`src/mace_map.svh`:
```
/*
 * mace_map.svh
 * holds register addresses, field positions, reset values and constants
 * of the multiply-accumulate engine.
 * assumes inclusion by its bare name from the package and the engine.
 */
`ifndef MACE_MAP_SVH
`define MACE_MAP_SVH

// ----------------------------------------------------------------------
// register addresses
// ----------------------------------------------------------------------
`define MACE_ADDR_STATUS     8'hC0
`define MACE_ADDR_OPA_LOW    8'hC1
`define MACE_ADDR_OPA_HIGH   8'hC2
`define MACE_ADDR_CONFIG     8'hC3
`define MACE_ADDR_OPB_LOW    8'h91
`define MACE_ADDR_OPB_HIGH   8'h92
`define MACE_ADDR_ACC0       8'h93
`define MACE_ADDR_ACC1       8'h94
`define MACE_ADDR_ACC2       8'h95
`define MACE_ADDR_ACC3       8'h96
`define MACE_ADDR_GUARD      8'h97
`define MACE_ADDR_RND_LOW    8'hCE
`define MACE_ADDR_RND_HIGH   8'hCF

// ----------------------------------------------------------------------
// configuration fields
// ----------------------------------------------------------------------
`define MACE_CF_SHIFT_TRIG   5
`define MACE_CF_SHIFT_DIR    4
`define MACE_CF_CLEAR        3
`define MACE_CF_SAT          2
`define MACE_CF_FRAC         1
`define MACE_CF_MUL_ONLY     0
`define MACE_CF_MASK         8'h3F
`define MACE_CF_RESET        8'h00

// ----------------------------------------------------------------------
// status fields
// ----------------------------------------------------------------------
`define MACE_ST_HARD_OVF     3
`define MACE_ST_ZERO         2
`define MACE_ST_SOFT_OVF     1
`define MACE_ST_NEG          0
`define MACE_ST_MASK         8'h0F
`define MACE_ST_RESET        8'h04
`define MACE_ST_CLEARED      4'h0

// ----------------------------------------------------------------------
// datapath constants
// ----------------------------------------------------------------------
`define MACE_ACC_W           40
`define MACE_ROUND_HALF      16'h8000
`define MACE_SAT_POS         16'h7FFF
`define MACE_SAT_NEG         16'h8000
`define MACE_GUARD_POS_MAX   8'h7F
`define MACE_GUARD_NEG_MIN   8'h80

`endif

```
`src/mace_pkg.sv`:
```
/*
 * mace_pkg.sv
 * holds the state type of the multiply-accumulate engine.
 * assumes mace_map.svh is on the include path.
 */
`include "mace_map.svh"

package mace_pkg;

    // ------------------------------------------------------------------
    // whole engine state
    // ------------------------------------------------------------------
    typedef struct packed {
        logic [5:0]  cfg;
        logic [3:0]  sta;
        logic [15:0] opa;
        logic [15:0] opb;
        logic [39:0] acc;
        logic [15:0] rnd;
        logic [31:0] prod;
        logic        st1;
        logic        st2;
        logic        rnd_pend;
        logic        ms_1;
        logic        fm_1;
        logic        ms_2;
        logic        fm_2;
        logic [7:0]  rdata;
    } mace_state_t;

endpackage
```
`src/mace_engine.sv`:
```
/*
 * mace_engine.sv
 * signed 16x16 multiply-accumulate engine with 40-bit accumulator,
 * one-bit accumulator shifter and a rounding and saturation stage,
 * reached through byte-wide special function register accesses.
 * assumes sfr_wr and sfr_rd are one-cycle strobes synchronous to clk
 * and that software keeps off registers during the early pipe stages.
 */
// How it works
// - rounded result comes from acc bits 31-16, unbiased rounding on the low half.
// - low half above 0x8000 rounds up, below rounds down, equal rounds to even.
// - rounding updates in stage three, after a shift, and on acc byte 0 write.
// - rounding never changes the accumulator; only rounding registers get it.
// - integer mode updates rounding registers the same as fractional mode.
// - with saturation on, overflow loads 0x7FFF or 0x8000; off, never saturates.
// - config bit 5 shifts the 40-bit accumulator next cycle, then self-clears.
// - config bit 4 zero shifts left, one shifts right.
// - config bit 3 clears accumulator and status next cycle, then self-clears.
// - config bit 2 enables rounding saturation only, never touches the accumulator.
// - config bit 1 picks signed integer (0) or signed fractional (1) operands.
// - config bit 0 picks multiply-accumulate (0) or multiply only (1).
// - config bits 7-6 read zero and ignore writes.
// - sticky hard overflow when guard byte crosses 0x7F/0x80 in a MAC; sw zero clears.
// - zero flag follows whether the operation left the accumulator at zero.
// - soft overflow flag follows overflow into accumulator bit 31.
// - negative flag follows the sign of the accumulator result.
// - status bits 7-4 read zero and ignore writes.
// - writing operand B low byte starts the selected operation.
// - accumulator shows as guard byte 39-32 then bytes 31-24, 23-16, 15-8, 7-0.
// - stage one multiplies, stage two adds into the accumulator and sets flags.
// - multiply only adds to zero and leaves hard overflow alone.
// - right shift fills bit 39 with itself; shifts leave flags alone.
// - fractional operands are Q15, accumulator point sits between bits 31 and 30.
`timescale 1ns/1ps
`include "mace_map.svh"

module mace_engine (
    // clock and reset
    input  wire logic       clk,
    input  wire logic       reset_n,
    // special function register access
    input  wire logic [7:0] sfr_addr,
    input  wire logic       sfr_wr,
    input  wire logic [7:0] sfr_wdata,
    input  wire logic       sfr_rd,
    output logic [7:0]      sfr_rdata,
    // engine state
    output logic            busy
);

    // ------------------------------------------------------------------
    // state
    // ------------------------------------------------------------------
    mace_pkg::mace_state_t st_r;
    mace_pkg::mace_state_t st_nxt;

    // ------------------------------------------------------------------
    // register decode
    // ------------------------------------------------------------------
    logic [7:0]  byte_addr [5];
    logic [4:0]  acc_byte_wr;
    logic        wr_status;
    logic        wr_config;
    logic        wr_opa_lo;
    logic        wr_opa_hi;
    logic        wr_opb_lo;
    logic        wr_opb_hi;

    assign byte_addr[0] = `MACE_ADDR_ACC0;
    assign byte_addr[1] = `MACE_ADDR_ACC1;
    assign byte_addr[2] = `MACE_ADDR_ACC2;
    assign byte_addr[3] = `MACE_ADDR_ACC3;
    assign byte_addr[4] = `MACE_ADDR_GUARD;

    // per-byte accumulator write strobes
    genvar gi;
    generate
        for (gi = 0; gi < 5; gi++) begin : g_acc_wr
            assign acc_byte_wr[gi] = sfr_wr && (sfr_addr == byte_addr[gi]);
        end
    endgenerate

    assign wr_status = sfr_wr && (sfr_addr == `MACE_ADDR_STATUS);
    assign wr_config = sfr_wr && (sfr_addr == `MACE_ADDR_CONFIG);
    assign wr_opa_lo = sfr_wr && (sfr_addr == `MACE_ADDR_OPA_LOW);
    assign wr_opa_hi = sfr_wr && (sfr_addr == `MACE_ADDR_OPA_HIGH);
    assign wr_opb_lo = sfr_wr && (sfr_addr == `MACE_ADDR_OPB_LOW);
    assign wr_opb_hi = sfr_wr && (sfr_addr == `MACE_ADDR_OPB_HIGH);

    // ------------------------------------------------------------------
    // stage one: signed multiply
    // ------------------------------------------------------------------
    logic signed [31:0] prod_s;

    assign prod_s = $signed(st_r.opa) * $signed(st_r.opb);

    // ------------------------------------------------------------------
    // stage two: accumulate
    // ------------------------------------------------------------------
    logic [39:0] prod_ext;
    logic [39:0] acc_base;
    logic [39:0] acc_sum;
    logic        do_clear;
    logic        hard_cross;

    assign do_clear = st_r.cfg[`MACE_CF_CLEAR];

    always_comb begin
        // fractional keeps Q30 product as Q31 in the accumulator
        if (st_r.fm_2) begin
            prod_ext = {{7{st_r.prod[31]}}, st_r.prod, 1'b0};
        end else begin
            prod_ext = {{8{st_r.prod[31]}}, st_r.prod};
        end
    end

    assign acc_base = (st_r.ms_2 || do_clear) ? 40'h0 : st_r.acc;
    assign acc_sum  = acc_base + prod_ext;

    // guard byte passing 0x7F<->0x80
    assign hard_cross = ((acc_base[39:32] == `MACE_GUARD_POS_MAX) &&
                         (acc_sum[39:32] == `MACE_GUARD_NEG_MIN)) ||
                        ((acc_base[39:32] == `MACE_GUARD_NEG_MIN) &&
                         (acc_sum[39:32] == `MACE_GUARD_POS_MAX));

    // ------------------------------------------------------------------
    // shifter
    // ------------------------------------------------------------------
    logic [39:0] acc_shifted;

    always_comb begin
        if (st_r.cfg[`MACE_CF_SHIFT_DIR]) begin
            acc_shifted = {st_r.acc[39], st_r.acc[39:1]};
        end else begin
            acc_shifted = {st_r.acc[38:0], 1'b0};
        end
    end

    // ------------------------------------------------------------------
    // rounding and saturation
    // ------------------------------------------------------------------
    logic        round_up;
    logic [23:0] rnd_full;
    logic        rnd_ovf;
    logic [15:0] rnd_val;

    always_comb begin
        if (st_r.acc[15:0] > `MACE_ROUND_HALF) begin
            round_up = 1'b1;
        end else if (st_r.acc[15:0] == `MACE_ROUND_HALF) begin
            round_up = st_r.acc[16];
        end else begin
            round_up = 1'b0;
        end
    end

    // rounding reads acc only, never writes it back
    assign rnd_full = st_r.acc[39:16] + {23'h0, round_up};
    assign rnd_ovf  = (rnd_full[23:15] != {9{rnd_full[23]}});

    always_comb begin
        if (st_r.cfg[`MACE_CF_SAT] && rnd_ovf) begin
            rnd_val = rnd_full[23] ? `MACE_SAT_NEG : `MACE_SAT_POS;
        end else begin
            rnd_val = rnd_full[15:0];
        end
    end

    // ------------------------------------------------------------------
    // read mux
    // ------------------------------------------------------------------
    logic [7:0] rd_mux;

    always_comb begin
        unique case (sfr_addr)
            `MACE_ADDR_STATUS:   rd_mux = {4'h0, st_r.sta};
            `MACE_ADDR_CONFIG:   rd_mux = {2'h0, st_r.cfg};
            `MACE_ADDR_OPA_LOW:  rd_mux = st_r.opa[7:0];
            `MACE_ADDR_OPA_HIGH: rd_mux = st_r.opa[15:8];
            `MACE_ADDR_OPB_LOW:  rd_mux = st_r.opb[7:0];
            `MACE_ADDR_OPB_HIGH: rd_mux = st_r.opb[15:8];
            `MACE_ADDR_ACC0:     rd_mux = st_r.acc[7:0];
            `MACE_ADDR_ACC1:     rd_mux = st_r.acc[15:8];
            `MACE_ADDR_ACC2:     rd_mux = st_r.acc[23:16];
            `MACE_ADDR_ACC3:     rd_mux = st_r.acc[31:24];
            `MACE_ADDR_GUARD:    rd_mux = st_r.acc[39:32];
            `MACE_ADDR_RND_LOW:  rd_mux = st_r.rnd[7:0];
            `MACE_ADDR_RND_HIGH: rd_mux = st_r.rnd[15:8];
            default:             rd_mux = 8'h00;
        endcase
    end

    // ------------------------------------------------------------------
    // next state
    // ------------------------------------------------------------------
    always_comb begin
        st_nxt = st_r;

        // read data capture
        if (sfr_rd) begin
            st_nxt.rdata = rd_mux;
        end

        // configuration writes; top two bits dropped
        if (wr_config) begin
            st_nxt.cfg = sfr_wdata[5:0];
        end

        // operand bytes
        if (wr_opa_lo) begin
            st_nxt.opa[7:0] = sfr_wdata;
        end
        if (wr_opa_hi) begin
            st_nxt.opa[15:8] = sfr_wdata;
        end
        if (wr_opb_hi) begin
            st_nxt.opb[15:8] = sfr_wdata;
        end

        // operand b low byte starts an operation
        st_nxt.st1 = 1'b0;
        if (wr_opb_lo) begin
            st_nxt.opb[7:0] = sfr_wdata;
            st_nxt.st1      = 1'b1;
            st_nxt.ms_1     = st_r.cfg[`MACE_CF_MUL_ONLY];
            st_nxt.fm_1     = st_r.cfg[`MACE_CF_FRAC];
        end

        // stage one: product registered
        st_nxt.st2 = st_r.st1;
        if (st_r.st1) begin
            st_nxt.prod = prod_s;
            st_nxt.ms_2 = st_r.ms_1;
            st_nxt.fm_2 = st_r.fm_1;
        end

        // status writes by software; upper nibble ignored
        if (wr_status) begin
            st_nxt.sta = sfr_wdata[3:0];
        end

        // accumulator byte writes
        for (int i = 0; i < 5; i++) begin
            if (acc_byte_wr[i]) begin
                st_nxt.acc[i*8 +: 8] = sfr_wdata;
            end
        end

        // accumulator clear, self-clearing
        if (do_clear) begin
            st_nxt.acc                     = 40'h0;
            st_nxt.sta                     = `MACE_ST_CLEARED;
            st_nxt.cfg[`MACE_CF_CLEAR]     = 1'b0;
        end

        // one-bit shift, self-clearing, flags untouched
        if (st_r.cfg[`MACE_CF_SHIFT_TRIG]) begin
            st_nxt.acc                      = acc_shifted;
            st_nxt.cfg[`MACE_CF_SHIFT_TRIG] = 1'b0;
        end

        // stage two: accumulate and set flags
        if (st_r.st2) begin
            st_nxt.acc                   = acc_sum;
            st_nxt.sta[`MACE_ST_ZERO]    = (acc_sum == 40'h0);
            st_nxt.sta[`MACE_ST_NEG]     = acc_sum[39];
            st_nxt.sta[`MACE_ST_SOFT_OVF] = (acc_sum[39:31] != {9{acc_sum[39]}});
            if (!st_r.ms_2 && hard_cross) begin
                st_nxt.sta[`MACE_ST_HARD_OVF] = 1'b1;
            end else if (st_r.ms_2) begin
                st_nxt.sta[`MACE_ST_HARD_OVF] = do_clear ? 1'b0 :
                    (wr_status ? sfr_wdata[`MACE_ST_HARD_OVF] :
                     st_r.sta[`MACE_ST_HARD_OVF]);
            end
        end

        // rounding: stage three, after a shift, after byte 0 write
        if (st_r.rnd_pend) begin
            st_nxt.rnd = rnd_val;
        end
        st_nxt.rnd_pend = st_r.st2 || st_r.cfg[`MACE_CF_SHIFT_TRIG] ||
                          acc_byte_wr[0];
    end

    // ------------------------------------------------------------------
    // state register
    // ------------------------------------------------------------------
    always_ff @(posedge clk or negedge reset_n) begin
        if (!reset_n) begin
            st_r          <= '0;
            st_r.cfg      <= 6'(`MACE_CF_RESET & `MACE_CF_MASK);
            st_r.sta      <= 4'(`MACE_ST_RESET & `MACE_ST_MASK);
        end else begin
            st_r <= st_nxt;
        end
    end

    // ------------------------------------------------------------------
    // outputs
    // ------------------------------------------------------------------
    assign sfr_rdata = st_r.rdata;
    assign busy      = st_r.st1 || st_r.st2 || st_r.rnd_pend ||
                       st_r.cfg[`MACE_CF_SHIFT_TRIG] || st_r.cfg[`MACE_CF_CLEAR];

endmodule

```
`config.mk`:
```
export PLATFORM = sky130hd
export DESIGN_NAME = mace_engine
export DESIGN_NICKNAME = d
export VERILOG_FILES = /design/src/mace_pkg.sv /design/src/mace_engine.sv
export VERILOG_INCLUDE_DIRS = /design/src
export SDC_FILE = /design/constraint.sdc
export NUM_CORES = 1
export LEC_CHECK = 0
export BUFFER_PORTS_ARGS = -buffer_cell sky130_fd_sc_hd__buf_2
export CORE_MARGIN = 3
export CORE_UTILIZATION = 35
export CTS_CLUSTER_SIZE = 10
export DETAILED_ROUTE_END_ITERATION = 7
export GPL_TIMING_DRIVEN = 0
export PLACE_DENSITY = 0.46
export SYNTH_ARGS = -nofsm -noshare
export SYNTH_HDL_FRONTEND = slang
export SYNTH_SLANG_ARGS = --single-unit
```
`constraint.sdc`:
```
create_clock -name clk -period 16 [get_ports clk]
set_clock_uncertainty 0.15 [all_clocks]
set_input_delay 2.4 -clock clk [delete_from_list [all_inputs] [get_ports clk]]
set_output_delay 2.4 -clock clk [all_outputs]
set_load 0.01 [all_outputs]
```
# Word level (Yosys, flattened, before mapping)
# Index checks and enable logic that the tools add are counted.
dict set report totals {
  regBits 145
  inputBits 20
  output_inout_bits 9
  word_cells 112
}
dict set report classes {
  n_addsub 2
  mul 1
  magnitude_cmp 1
  eq_ne 22
  mux 27
  n_reduce_logical 34
}
# cell n
set ops {}
lappend ops {{$mux W40} 5}
lappend ops {{$eq A8 B8 Y1 const B} 15}
lappend ops {{$pmux W8 S13} 1}
lappend ops {{$add A40 B40 Y40} 1}
lappend ops {{$logic_not A40 Y1} 1}
lappend ops {{$mux W8} 5}
lappend ops {{$mul A16 B16 Y32} 1}
lappend ops {{$mux W16} 2}
lappend ops {{$mux W32} 1}
lappend ops {{$add A24 B1 Y24} 1}
lappend ops {{$reduce_bool A4 Y1} 5}
lappend ops {{$eq A16 B16 Y1 const B} 1}
lappend ops {{$eq A8 B7 Y1 const B} 2}
lappend ops {{$gt A16 B16 Y1 const B} 1}
lappend ops {{$ne A8 B8 Y1} 2}
lappend ops {{$logic_and A1 B1 Y1} 15}
lappend ops {{$mux W4} 3}
lappend ops {{$mux W1} 9}
lappend ops {{$logic_or A1 B1 Y1} 8}
lappend ops {{$mux W6} 1}
lappend ops {{$ne A5 B2 Y1 const B} 1}
lappend ops {{$reduce_bool A2 Y1} 2}
lappend ops {{$ne A3 B3 Y1 const B} 1}
lappend ops {{$reduce_bool A3 Y1} 1}
lappend ops {{other kinds (2)} 2}

# Longest topological paths before layout
# Gate-level depths: netlist (run 1).
dict set report depth {
  word_depth 9
  ltp_mapped 27
  depth_no_buf 24
}

# Worst setup path after synthesis (run 1)
# OpenSTA, ideal clock, no wires.
dict set report synth_timing {
  path_kind {register to register}
  from {register st_r[134] (netlist bit)}
  to {register st_r[44] (netlist bit)}
  setup_time_ps 125
  arrival_time_ps 6391
  required_ps 15725
  slack_ps 9334
  path_stages_with_launch 26
  path_buffers 3
  period_less_slack_ps 6666
  path_cell_list {dfrtp_1 > clkbuf_1 > clkbuf_1 > nand2_1 > inv_1 > fa_1 > fa_1 > inv_1 > fa_1 > fa_1 > fa_1 > fa_1 > inv_1 > ha_1 > clkbuf_1 > nand2_1 > nand2b_1 > a21o_1 > a21oi_1 > o21ai_0 > a31o_2 > a41oi_1 > nand2b_1 > a21oi_1 > xnor2_1 > mux2_2}
}
dict set report synth_via {
  elab_chain_len 1
}
# item line
set synth_rtl {}
lappend synth_rtl {{start, declared} mace_engine.sv:54} ;# mace_pkg::mace_state_t st_r;
lappend synth_rtl {{start signal, assigned} mace_engine.sv:294} ;# st_r <= st_nxt;
lappend synth_rtl {{$mul A16 B16 Y32} mace_engine.sv:95} ;# assign prod_s = $signed(st_r.opa) * $signed(st_r.opb);
# No other way between the ends.
# A chain may end at the register's enable or synchronous reset.

# Final worst setup path (run 1)
# Ends and elaborated chain as after synthesis.

==> metrics.txt, run 1 <==
result of the run=finished clean; Starting DRT DRC Count=about 1300; number of global-route vias before repair=17263; crit end category=flip-flop; final clock period utilization by the worst path=between 40 and 50%; CTS hold repair buffers=0; Sum Neg Setup Slack=0 ns; clock net sink count=between 100 and 150; worst setup path startpoint=st_r[134]; area growth from synthesis to layout=8.32%; gr ovfl total=0; Clock Path Buffers=2; layout cells sized above 1=8.98%; global-route wire length before repair=between 100000 and 150000 um; Mapped Nets=around 2700; TritonCTS Buffers=17; yosys warns=0; later-pin clock latency in the skew report=~0.46 ns; Largest stage delay, worst path=about 0.9 ns; # Post-CTS Setup Buffers=0; die boundary height=between 200 and 250 um; worst setup path category=flip-flop to flip-flop; worst voltage drop across the vdd grid=around 0.06 mV; final core area utilization=approximately 39%; Peak Freq=between 0.1 and 0.15 GHz; synthesized area divided by synthesized cell count=9.01 sq um; # resized after CTS=0; met3 usage=under 10%; WL/cell=about 23 um; met1 usage in global routing=a little over a third; post-DR vias/cell=about 5.5; IO Port Bufs=25; area of the die=about 60000 sq um; routability congestion estimate from global placement=0.915; clock period minus worst slack=approximately 7.9 ns; Static Leakage=between 10 and 15 nW; kind of cell with the highest combined delay on the critical path=adder cells; H-Tree Level Count=4; Cells after Synth=roughly 2300; number of max-slew violations in the final report=0; core footprint=~57000 sq um; number of distinct library cells after synthesis=70; power density relative to cell area=around 54 nW/um^2; main flop type after synthesis=sky130_fd_sc_hd__dfrtp_1; measured slew at the worst slew-check pin=between 1 and 1.5 ns; FF+latch count, synth=~150; number of standard-cell rows in the floorplan=between 80 and 90; clock tree from TritonCTS=done; launch point of the worst hold path=st_nxt[13]; Final Worst Setup Slack=8.06 ns; root buffer cell=sky130_fd_sc_hd__clkbuf_16; GR Util All Layers=between 20% and 30%; overall power after layout=0.00119 W; worst path bufs/invs=6; starting density of the core=35.8%; Net count, final=between 2000 and 3000; DRC violation count after routing=0; number of enable flip-flop cells after synthesis=0; pre-CTS WS=8.05 ns; cell repeated most along the worst path=sky130_fd_sc_hd__fa_1; clock transition at the register clock pins on the worst setup and hold paths after CTS=0.07 ns; largest fanout on the critical path=10; kind of start point of the critical path=flip-flop; via count of the routed design=between 15000 and 20000; Area contributors post-synth=sky130_fd_sc_hd__fa_1, sky130_fd_sc_hd__dfrtp_1, sky130_fd_sc_hd__ha_1; Slew HR=25.7%; Most Used Layer, Global Route=met2; number of antenna violations at the first check in global routing=2; IO Pins=29; most frequent standard cell in the layout excluding fill and tap cells=sky130_fd_sc_hd__inv_1; filler cell count in the final layout=about 5800; final-report hold violation count=0; number of failing setup endpoints in the final timing report=0; worst path arrival time=slightly above 8 ns; aggregate routed wire length=between 70000 and 80000 um; area share of the largest cell type after synthesis=25.7%; RSZ-0062 raised after global routing=false; diode count=0; CP max-delay cell=sky130_fd_sc_hd__fa_1; global routing met2 resource utilization=a little over a third; netlist area before placement=approximately 20000 sq um; Seq/Total Area, Yosys=17.7%; Async S/R FF share, synth=100%; highest-count cells in the layout ignoring fill and taps=sky130_fd_sc_hd__inv_1, sky130_fd_sc_hd__fa_1, sky130_fd_sc_hd__nand2_1; reg-to-reg critical path startpoint=st_r[134]; path class of the lowest-slack min-delay path=flip-flop to flip-flop; Chip Width=between 200 and 250 um; Routed Antenna Nets=0; HPWL after DPL=about 57000 um; Maximum Capacitance Violations=0; top cell type by total area after synthesis=sky130_fd_sc_hd__fa_1; iteration count of the initial detailed-routing pass=6; required arrival time at the worst endpoint=16.19 ns; maximum number of pins on one net before global-route repair=between 80 and 90
synthesized netlist by cell type (all sizes together), types with 10 or more instances:
cell type	instances
nor3	27
a22oi	16
inv	318
xnor2	61
nor2	103
and2	158
a22o	13
clkbuf	109
a221oi	44
a211oi	24
nand2	254
o21bai	14
ha	126
buf	17
nand4	19
o21ai	65
a21o	55
and3	11
a21oi	102
fa	263
xor2	27
mux2	127
a31oi	10
dfrtp	144
nand2b	15
nand3	27
worst paths after layout:
path / to / slack, ns / depth (start not counted)
min: st_r[13] / 0.25 / 0
max in group asynchronous: st_r[26] / 13.02 / 2
min reg2reg: st_r[13] / 0.25 / 0
max reg2reg: st_r[44] / 8.06 / 25
min in group asynchronous: st_r[106] / 1.78 / 1
max: st_r[44] / 8.06 / 25
routing by layer:
metal / part of all wire (%) / wire length (um)
met1: 48 / 33900
met5: 0 / 0
met3: 6.3 / 4510
met4: 2.3 / 1640
met2: 44 / 31300
kinds of logic after synthesis:
group,synth area share [%]
AND/OR/NAND/NOR,15.8
buffers and inverters,8.33
AO/OA/AOI/OAI,13.7
adder cells (fa/ha/maj),33.4
flip-flops,17.7
multiplexers,7.19
XOR/XNOR,3.77
state kept, by name (all words and copies together), names as in the netlist:
name and cells:
do_clear 1, st_r 135, st_nxt 1, sfr_rdata 8
stage by stage:
step / area, sq um / cells / hold WS [ns]
floorplan: 20500 / 2270 / 0.202
finish: 22200 / 3083 / 0.255
global placement: 21500 / 3051 / 0.217
global route: 22200 / 3083 / 0.268
CTS: 22200 / 3083 / 0.257
detailed placement: 21600 / 3052 / 0.230
power breakdown:
part / switching [W] / internal, W / leakage [nW]
registers: 0.0000438 / 0.000394 / 1.94
logic: 0.000210 / 0.000115 / 8.60
clock network: 0.000191 / 0.000235 / 0.282
cell type report:
class	count	area [sq um]	area share, %
repair buffers	26	159	0.717
inverters	318	1190	5.39
clock buffers	17	425	1.92
multi-input cells	1681	15100	68.2
flip-flops and latches	145	3630	16.4
clock inverters	14	173	0.779
plain buffers	126	512	2.31
well taps	756	946	4.27
No activity file was read; power rests on OpenSTA's default activity.
==> inputs of run 2 (changes only) <==
clock period = 8.28 ns   (was 16 ns; I/O delays follow)
==> run 2 against run 1 <==
Design area is essentially flat; total power grew 93%; non-clock buffer count shrank 2; wire length is essentially flat; global-route usage is the same; register-to-register slack lost 7.7 ns; highest routed layer unchanged.
==> metrics.txt, run 2 (synthesized netlist as in run 1, its figures left out) <==
series of cell instances along the critical path=clkbuf_1 -> nand2_1 -> fa_1 -> inv_1 -> fa_1 -> inv_1 -> fa_1 -> fa_1 -> fa_1 -> fa_1 -> inv_1 -> ha_1 -> clkbuf_1 -> nand2_1 -> nand2b_1 -> a21o_1 -> a21oi_1 -> o21ai_0 -> a31o_2 -> a41oi_1 -> nand2b_1 -> a21oi_1 -> xnor2_1 -> mux2_2; number of antenna violations at the first check in global routing=2; R2R setup slack=about 0.37 ns; largest fanout on the critical path=10; H-Tree Level Count=4; clock net sink count=between 100 and 150; reg-to-reg critical path startpoint=st_r[107]; number of global-route vias before repair=~17000; required arrival time at the worst endpoint=around 8.5 ns; core footprint=57100 sq um; layout cells sized above 1=under 10%; number of cells on the worst reg-to-reg path=24; post-DR vias/cell=approximately 5.5; path class of the lowest-slack min-delay path=flip-flop to flip-flop; kind of cell with the highest combined delay on the critical path=adder cells; Peak Freq=about 0.13 GHz; highest-count cells in the layout ignoring fill and taps=sky130_fd_sc_hd__inv_1, sky130_fd_sc_hd__fa_1, sky130_fd_sc_hd__nand2_1; TritonCTS Buffers=17; crit end category=flip-flop; WL/cell=23.1 um; diode count=0; die boundary height=between 200 and 250 um; result of the run=finished clean; final-report hold violation count=0; Chip Width=about 250 um; starting density of the core=35.8%; gr ovfl total=0; final clock period utilization by the worst path=roughly 95%; worst hold stages=0; worst path arrival time=~8 ns; Clock Path Buffers=2; area growth from synthesis to layout=8.29%; Starting DRT DRC Count=~1300; number of standard-cell rows in the floorplan=87; later-pin clock latency in the skew report=approximately 0.47 ns; CP max-delay cell=sky130_fd_sc_hd__fa_1; RSZ-0062 raised after global routing=false; clock transition at the register clock pins on the worst setup and hold paths after CTS=0.07 ns; maximum number of pins on one net before global-route repair=87; area of the die=slightly above 60000 sq um; Sum Neg Setup Slack=0 ns; Routed Antenna Nets=0; worst setup path category=flip-flop to flip-flop; launch point of the worst hold path=st_nxt[13]; HPWL after DPL=roughly 57000 um; GR Util All Layers=between 20% and 30%; root buffer cell=sky130_fd_sc_hd__clkbuf_16; Net count, final=roughly 2700; kind of start point of the critical path=flip-flop; Static Leakage=~11 nW; routability congestion estimate from global placement=between 0.9 and 1; aggregate routed wire length=just over 70000 um; overall power after layout=approximately 0.0023 W; clock period minus worst slack=about 7.9 ns; flip-flop count of the largest register after layout=135; global-route wire length before repair=110000 um; cell repeated most along the worst path=sky130_fd_sc_hd__fa_1; IO Port Bufs=25; endpoint of the most critical register-to-register path=st_r[44]; register with the most flip-flops=st_r; number of failing setup endpoints in the final timing report=0; Largest stage delay, worst path=slightly below 0.8 ns; Hold Path End=st_r[13]; Slew HR=between 20% and 30%; measured slew at the worst slew-check pin=roughly 1.1 ns; DRC violation count after routing=0; Maximum Capacitance Violations=0; power density relative to cell area=between 100 and 150 nW/um^2; number of max-slew violations in the final report=0; most frequent standard cell in the layout excluding fill and tap cells=sky130_fd_sc_hd__inv_1; IO Pins=29; via count of the routed design=between 15000 and 20000; worst path bufs/invs=5; clock tree from TritonCTS=done; iteration count of the initial detailed-routing pass=6; worst voltage drop across the vdd grid=0.117 mV
-- run 2: what timing repair did --
item                                    CTS  global route
endpoints found under the setup margin    0             2
hold buffers                              0             0
buffers inserted                          0             0
gates resized for setup                   0             0
-- run 2: final cells by class --
cell class                 count  area (sq um)
timing repair buffer          26           159
multi-input combinational   1681         15100
tap                          756           946
fill                        5820         35000
buffer                       124           504
sequential                   145          3630
clock inverter                14           173
clock buffer                  17           425
inverter                     318          1190
-- run 2: how the worst max path moves through the flow --
stage / start / end / slack (ns) / cells after the start
3_3_place_gp: st_r[134] / st_r[44] / 0.31 / 25
5_1_grt: st_r[111] / st_r[44] / 0.03 / 26
4_1_cts: st_r[134] / st_r[44] / 0.27 / 25
6_report: st_r[107] / st_r[44] / 0.37 / 24
3_5_place_dp: st_r[134] / st_r[44] / 0.33 / 25
2_1_floorplan: st_r[134] / st_r[44] / 1.61 / 25
-- run 2: power breakdown --
group	internal [W]	switching [W]	leakage (nW)	total (W)
logic	0.000223	0.000405	8.60	0.000628
registers	0.000762	0.0000868	1.94	0.000849
clock network	0.000454	0.000372	0.282	0.000826
total	0.00144	0.000864	10.8	0.00230
-- run 2: per-layer routing --
| layer | track usage (%) | wire, um |
|---|---|---|
| met5 | 0 | 0 |
| met4 | 5.68 | 1610 |
| met3 | 3.53 | 4290 |
| met2 | 36.3 | 31400 |
| met1 | 35.6 | 34000 |
-- run 2: per-stage QoR --
step	std cells	setup slack, ns	instance area [sq um]	hold WS, ns	utilization, %
finish	3081	0.375	22200	0.259	38.8
global route	3081	0.0280	22200	0.268	38.8
detailed placement	3052	0.325	21600	0.230	37.7
floorplan	2270	1.61	20500	0.202	-
CTS	3083	0.270	22200	0.257	38.8
global placement	3051	0.309	21500	0.217	37.7
==> inputs of run 3 (changes only) <==
PLACE_DENSITY = 0.58   (was 0.46)
clock period = 6.4 ns   (was 8.28 ns; I/O delays follow)
==> run 3 against run 2 <==
The run now ends with setup timing left; total power up 30%; clock-buffer cell count is 4 higher; wire length up 1.4%; sequential cell count unchanged; core utilization rose by 2.8 points; setup slack got worse by 0.41 ns; via count is 4.3% higher; critical endpoint unchanged; design area up 7.1%; sequential power is 28% higher; maximum frequency increased by 23%; largest power group unchanged; first-iteration DRC count up 12%.
==> metrics.txt, run 3 (synthesized netlist as in run 1, its figures left out) <==
global routing met2 resource utilization=just under 40%; routability congestion estimate from global placement=between 0.9 and 1; Chip Width=about 250 um; clock period minus worst slack=roughly 6.4 ns; aggregate routed wire length=between 70000 and 80000 um; area growth from synthesis to layout=16.0%; GR Util All Layers=23.9%; violations in the final reports=setup timing; later-pin clock latency in the skew report=0.45 ns; series of cell instances along the critical path=clkbuf_4 -> nand2_1 -> fa_1 -> fa_1 -> fa_1 -> inv_1 -> fa_1 -> fa_1 -> inv_2 -> fa_1 -> inv_2 -> ha_4 -> a21o_1 -> a21oi_2 -> nor2_1 -> a211o_1 -> a31o_4 -> a31o_4 -> a41oi_4 -> nand2b_1 -> a21oi_2 -> xnor2_1 -> mux2_4; number of failing setup endpoints in the final timing report=1; result of the run=complete, but fails checks; CTS hold repair buffers=0; maximum number of pins on one net before global-route repair=92; Net count, final=about 2800; overall power after layout=just under 0.003 W; flip-flop count of the largest register after layout=135; instance count after placement with tap cells included=3052; global-route wire length before repair=between 100000 and 150000 um; CP max-delay cell=sky130_fd_sc_hd__fa_1; root buffer cell=sky130_fd_sc_hd__clkbuf_16; gr ovfl total=0; highest-count cells in the layout ignoring fill and taps=sky130_fd_sc_hd__inv_1, sky130_fd_sc_hd__fa_1, sky130_fd_sc_hd__nand2_1; Static Leakage=~12 nW; area of the die=roughly 61000 sq um; largest fanout on the critical path=10; worst setup path category=flip-flop to flip-flop; Peak Freq=approximately 0.16 GHz; Int Pwr=0.00189 W; TritonCTS Buffers=17; post-DR vias/cell=about 5.5; Starting DRT DRC Count=~1500; Maximum Capacitance Violations=0; core footprint=approximately 57000 sq um; clock transition at the register clock pins on the worst setup and hold paths after CTS=roughly 0.06 ns; Largest stage delay, worst path=between 0.5 and 0.6 ns; die boundary height=between 200 and 250 um; IO Port Bufs=25; crit end category=flip-flop; switch share=a little over a third; final clock period utilization by the worst path=101%; register with the most flip-flops=st_r; pre-CTS WS=-1.33 ns; combinational share of power=between 30 and 40%; RSZ-0062 raised after global routing=true; worst voltage drop across the vdd grid=around 0.2 mV; Flop pwr share=a little over a third; clock net sink count=roughly 150; launch point of the worst hold path=st_nxt[13]; HPWL after DPL=approximately 54000 um; required arrival time at the worst endpoint=roughly 6.6 ns; power density relative to cell area=126 nW/um^2; final standard cell count with taps included and fillers excluded=3164; Most Used Layer, Global Route=met2; number of antenna violations at the first check in global routing=0; WL/cell=22.8 um; kind of start point of the critical path=flip-flop; worst path arrival time=~6.6 ns; starting density of the core=between 30% and 40%; IO Pins=29; DRC violation count after routing=0; most frequent standard cell in the layout excluding fill and tap cells=sky130_fd_sc_hd__inv_1; path class of the lowest-slack min-delay path=flip-flop to flip-flop; H-Tree Level Count=4; Final Worst Setup Slack=-0.0393 ns; worst setup path startpoint=st_r[106]; clock tree from TritonCTS=done; Routed Antenna Nets=0; Slew HR=26.1%; number of global-route vias before repair=roughly 18000; share of total power in the clock network=about 33%; iteration count of the initial detailed-routing pass=6; layout cells sized above 1=18.7%; number of max-slew violations in the final report=0; met3 usage=roughly 2.4%; met1 usage in global routing=approximately a third; net load switching power=~0.0011 W; reg-to-reg critical path startpoint=st_r[106]; cell repeated most along the worst path=sky130_fd_sc_hd__fa_1; number of standard-cell rows in the floorplan=a little under 90; Clock Path Buffers=2; via count of the routed design=between 15000 and 20000; final-report hold violation count=0; measured slew at the worst slew-check pin=1.10 ns
-- run 3: changes by cell type in the layout (fill, tap and decap cells not counted), sizes merged --
cell / delta
buf: +98
clkbuf: -11
inv: -8
clkinv: +4
bufinv: -1
diode: +1
-- run 3: critical path: cells and delay by family (launching register included) --
family,cells,cell delay (ns)
AND/OR/NAND/NOR,3,0.25
adder cells (fa/ha/maj),7,3.31
buffers and inverters,4,0.41
multiplexers,1,0.26
XOR/XNOR,1,0.10
AO/OA/AOI/OAI,7,1.37
flip-flops,1,0.45
-- run 3: layout make-up --
class / instances / area [sq um]
Clock inverter: 9 / 85.1
Buffer: 117 / 838
Timing Repair Buffer: 116 / 936
Clock buffer: 21 / 460
Sequential cell: 145 / 3670
Multi-Input combinational cell: 1681 / 15600
Tap cell: 756 / 946
Inverter: 318 / 1200
Antenna cell: 1 / 2.50
Fill cell: 5640 / 33400
-- run 3: worst paths after layout --
| path | cells after the start | slack (ns) | end |
|---|---|---|---|
| setup / recovery | 23 | -0.04 | st_r[44] |
| hold / removal | 0 | 0.30 | st_r[13] |
| setup reg to reg | 23 | -0.04 | st_r[44] |
| hold reg to reg | 0 | 0.30 | st_r[13] |
| max in group asynchronous | 2 | 4.87 | st_r[8] |
| min in group asynchronous | 1 | 0.33 | sfr_rdata[7] |
-- run 3: layer usage --
| metal | wire length, um | vias to the layer above | part of all wire [%] |
|---|---|---|---|
| met1 | 30900 | 8888 | 43 |
| li1 | - | 7784 | - |
| met4 | 3580 | 0 | 4.9 |
| met2 | 33200 | 715 | 46 |
| met3 | 4640 | 148 | 6.4 |
| met5 | 0 | - | 0 |
-- run 3: power groups by stage --
stage                     Combinational [W]  Clock, W  Sequential (W)
final                              0.000920  0.000972         0.00109
after global routing               0.000994   0.00101         0.00110
after CTS                          0.000876  0.000972         0.00109
after detailed placement           0.000784         0         0.00111
after global placement             0.000776         0         0.00111
after floorplan                    0.000528         0         0.00105
-- run 3: what timing repair did --
action | in CTS | in global routing
gates cloned | 0 | 1
setup buffers | 69 | 22
pin swaps | 42 | 33
setup endpoints to repair | 20 | 13
gates resized for setup | 173 | 83
hold endpoints to repair | 0 | 0
-- run 3: stage by stage --
stage                     setup TNS (ns)  instance area (sq um)  hold slack (ns)  util, %
after floorplan                        0                  20500            0.202        -
after global placement            -12.75                  21600            0.273     37.7
after detailed placement          -13.80                  21600            0.258     37.8
after CTS                         -0.107                  23300            0.283     40.8
after global routing               -1.18                  23700            0.295     41.5
final                            -0.0393                  23700            0.299     41.5
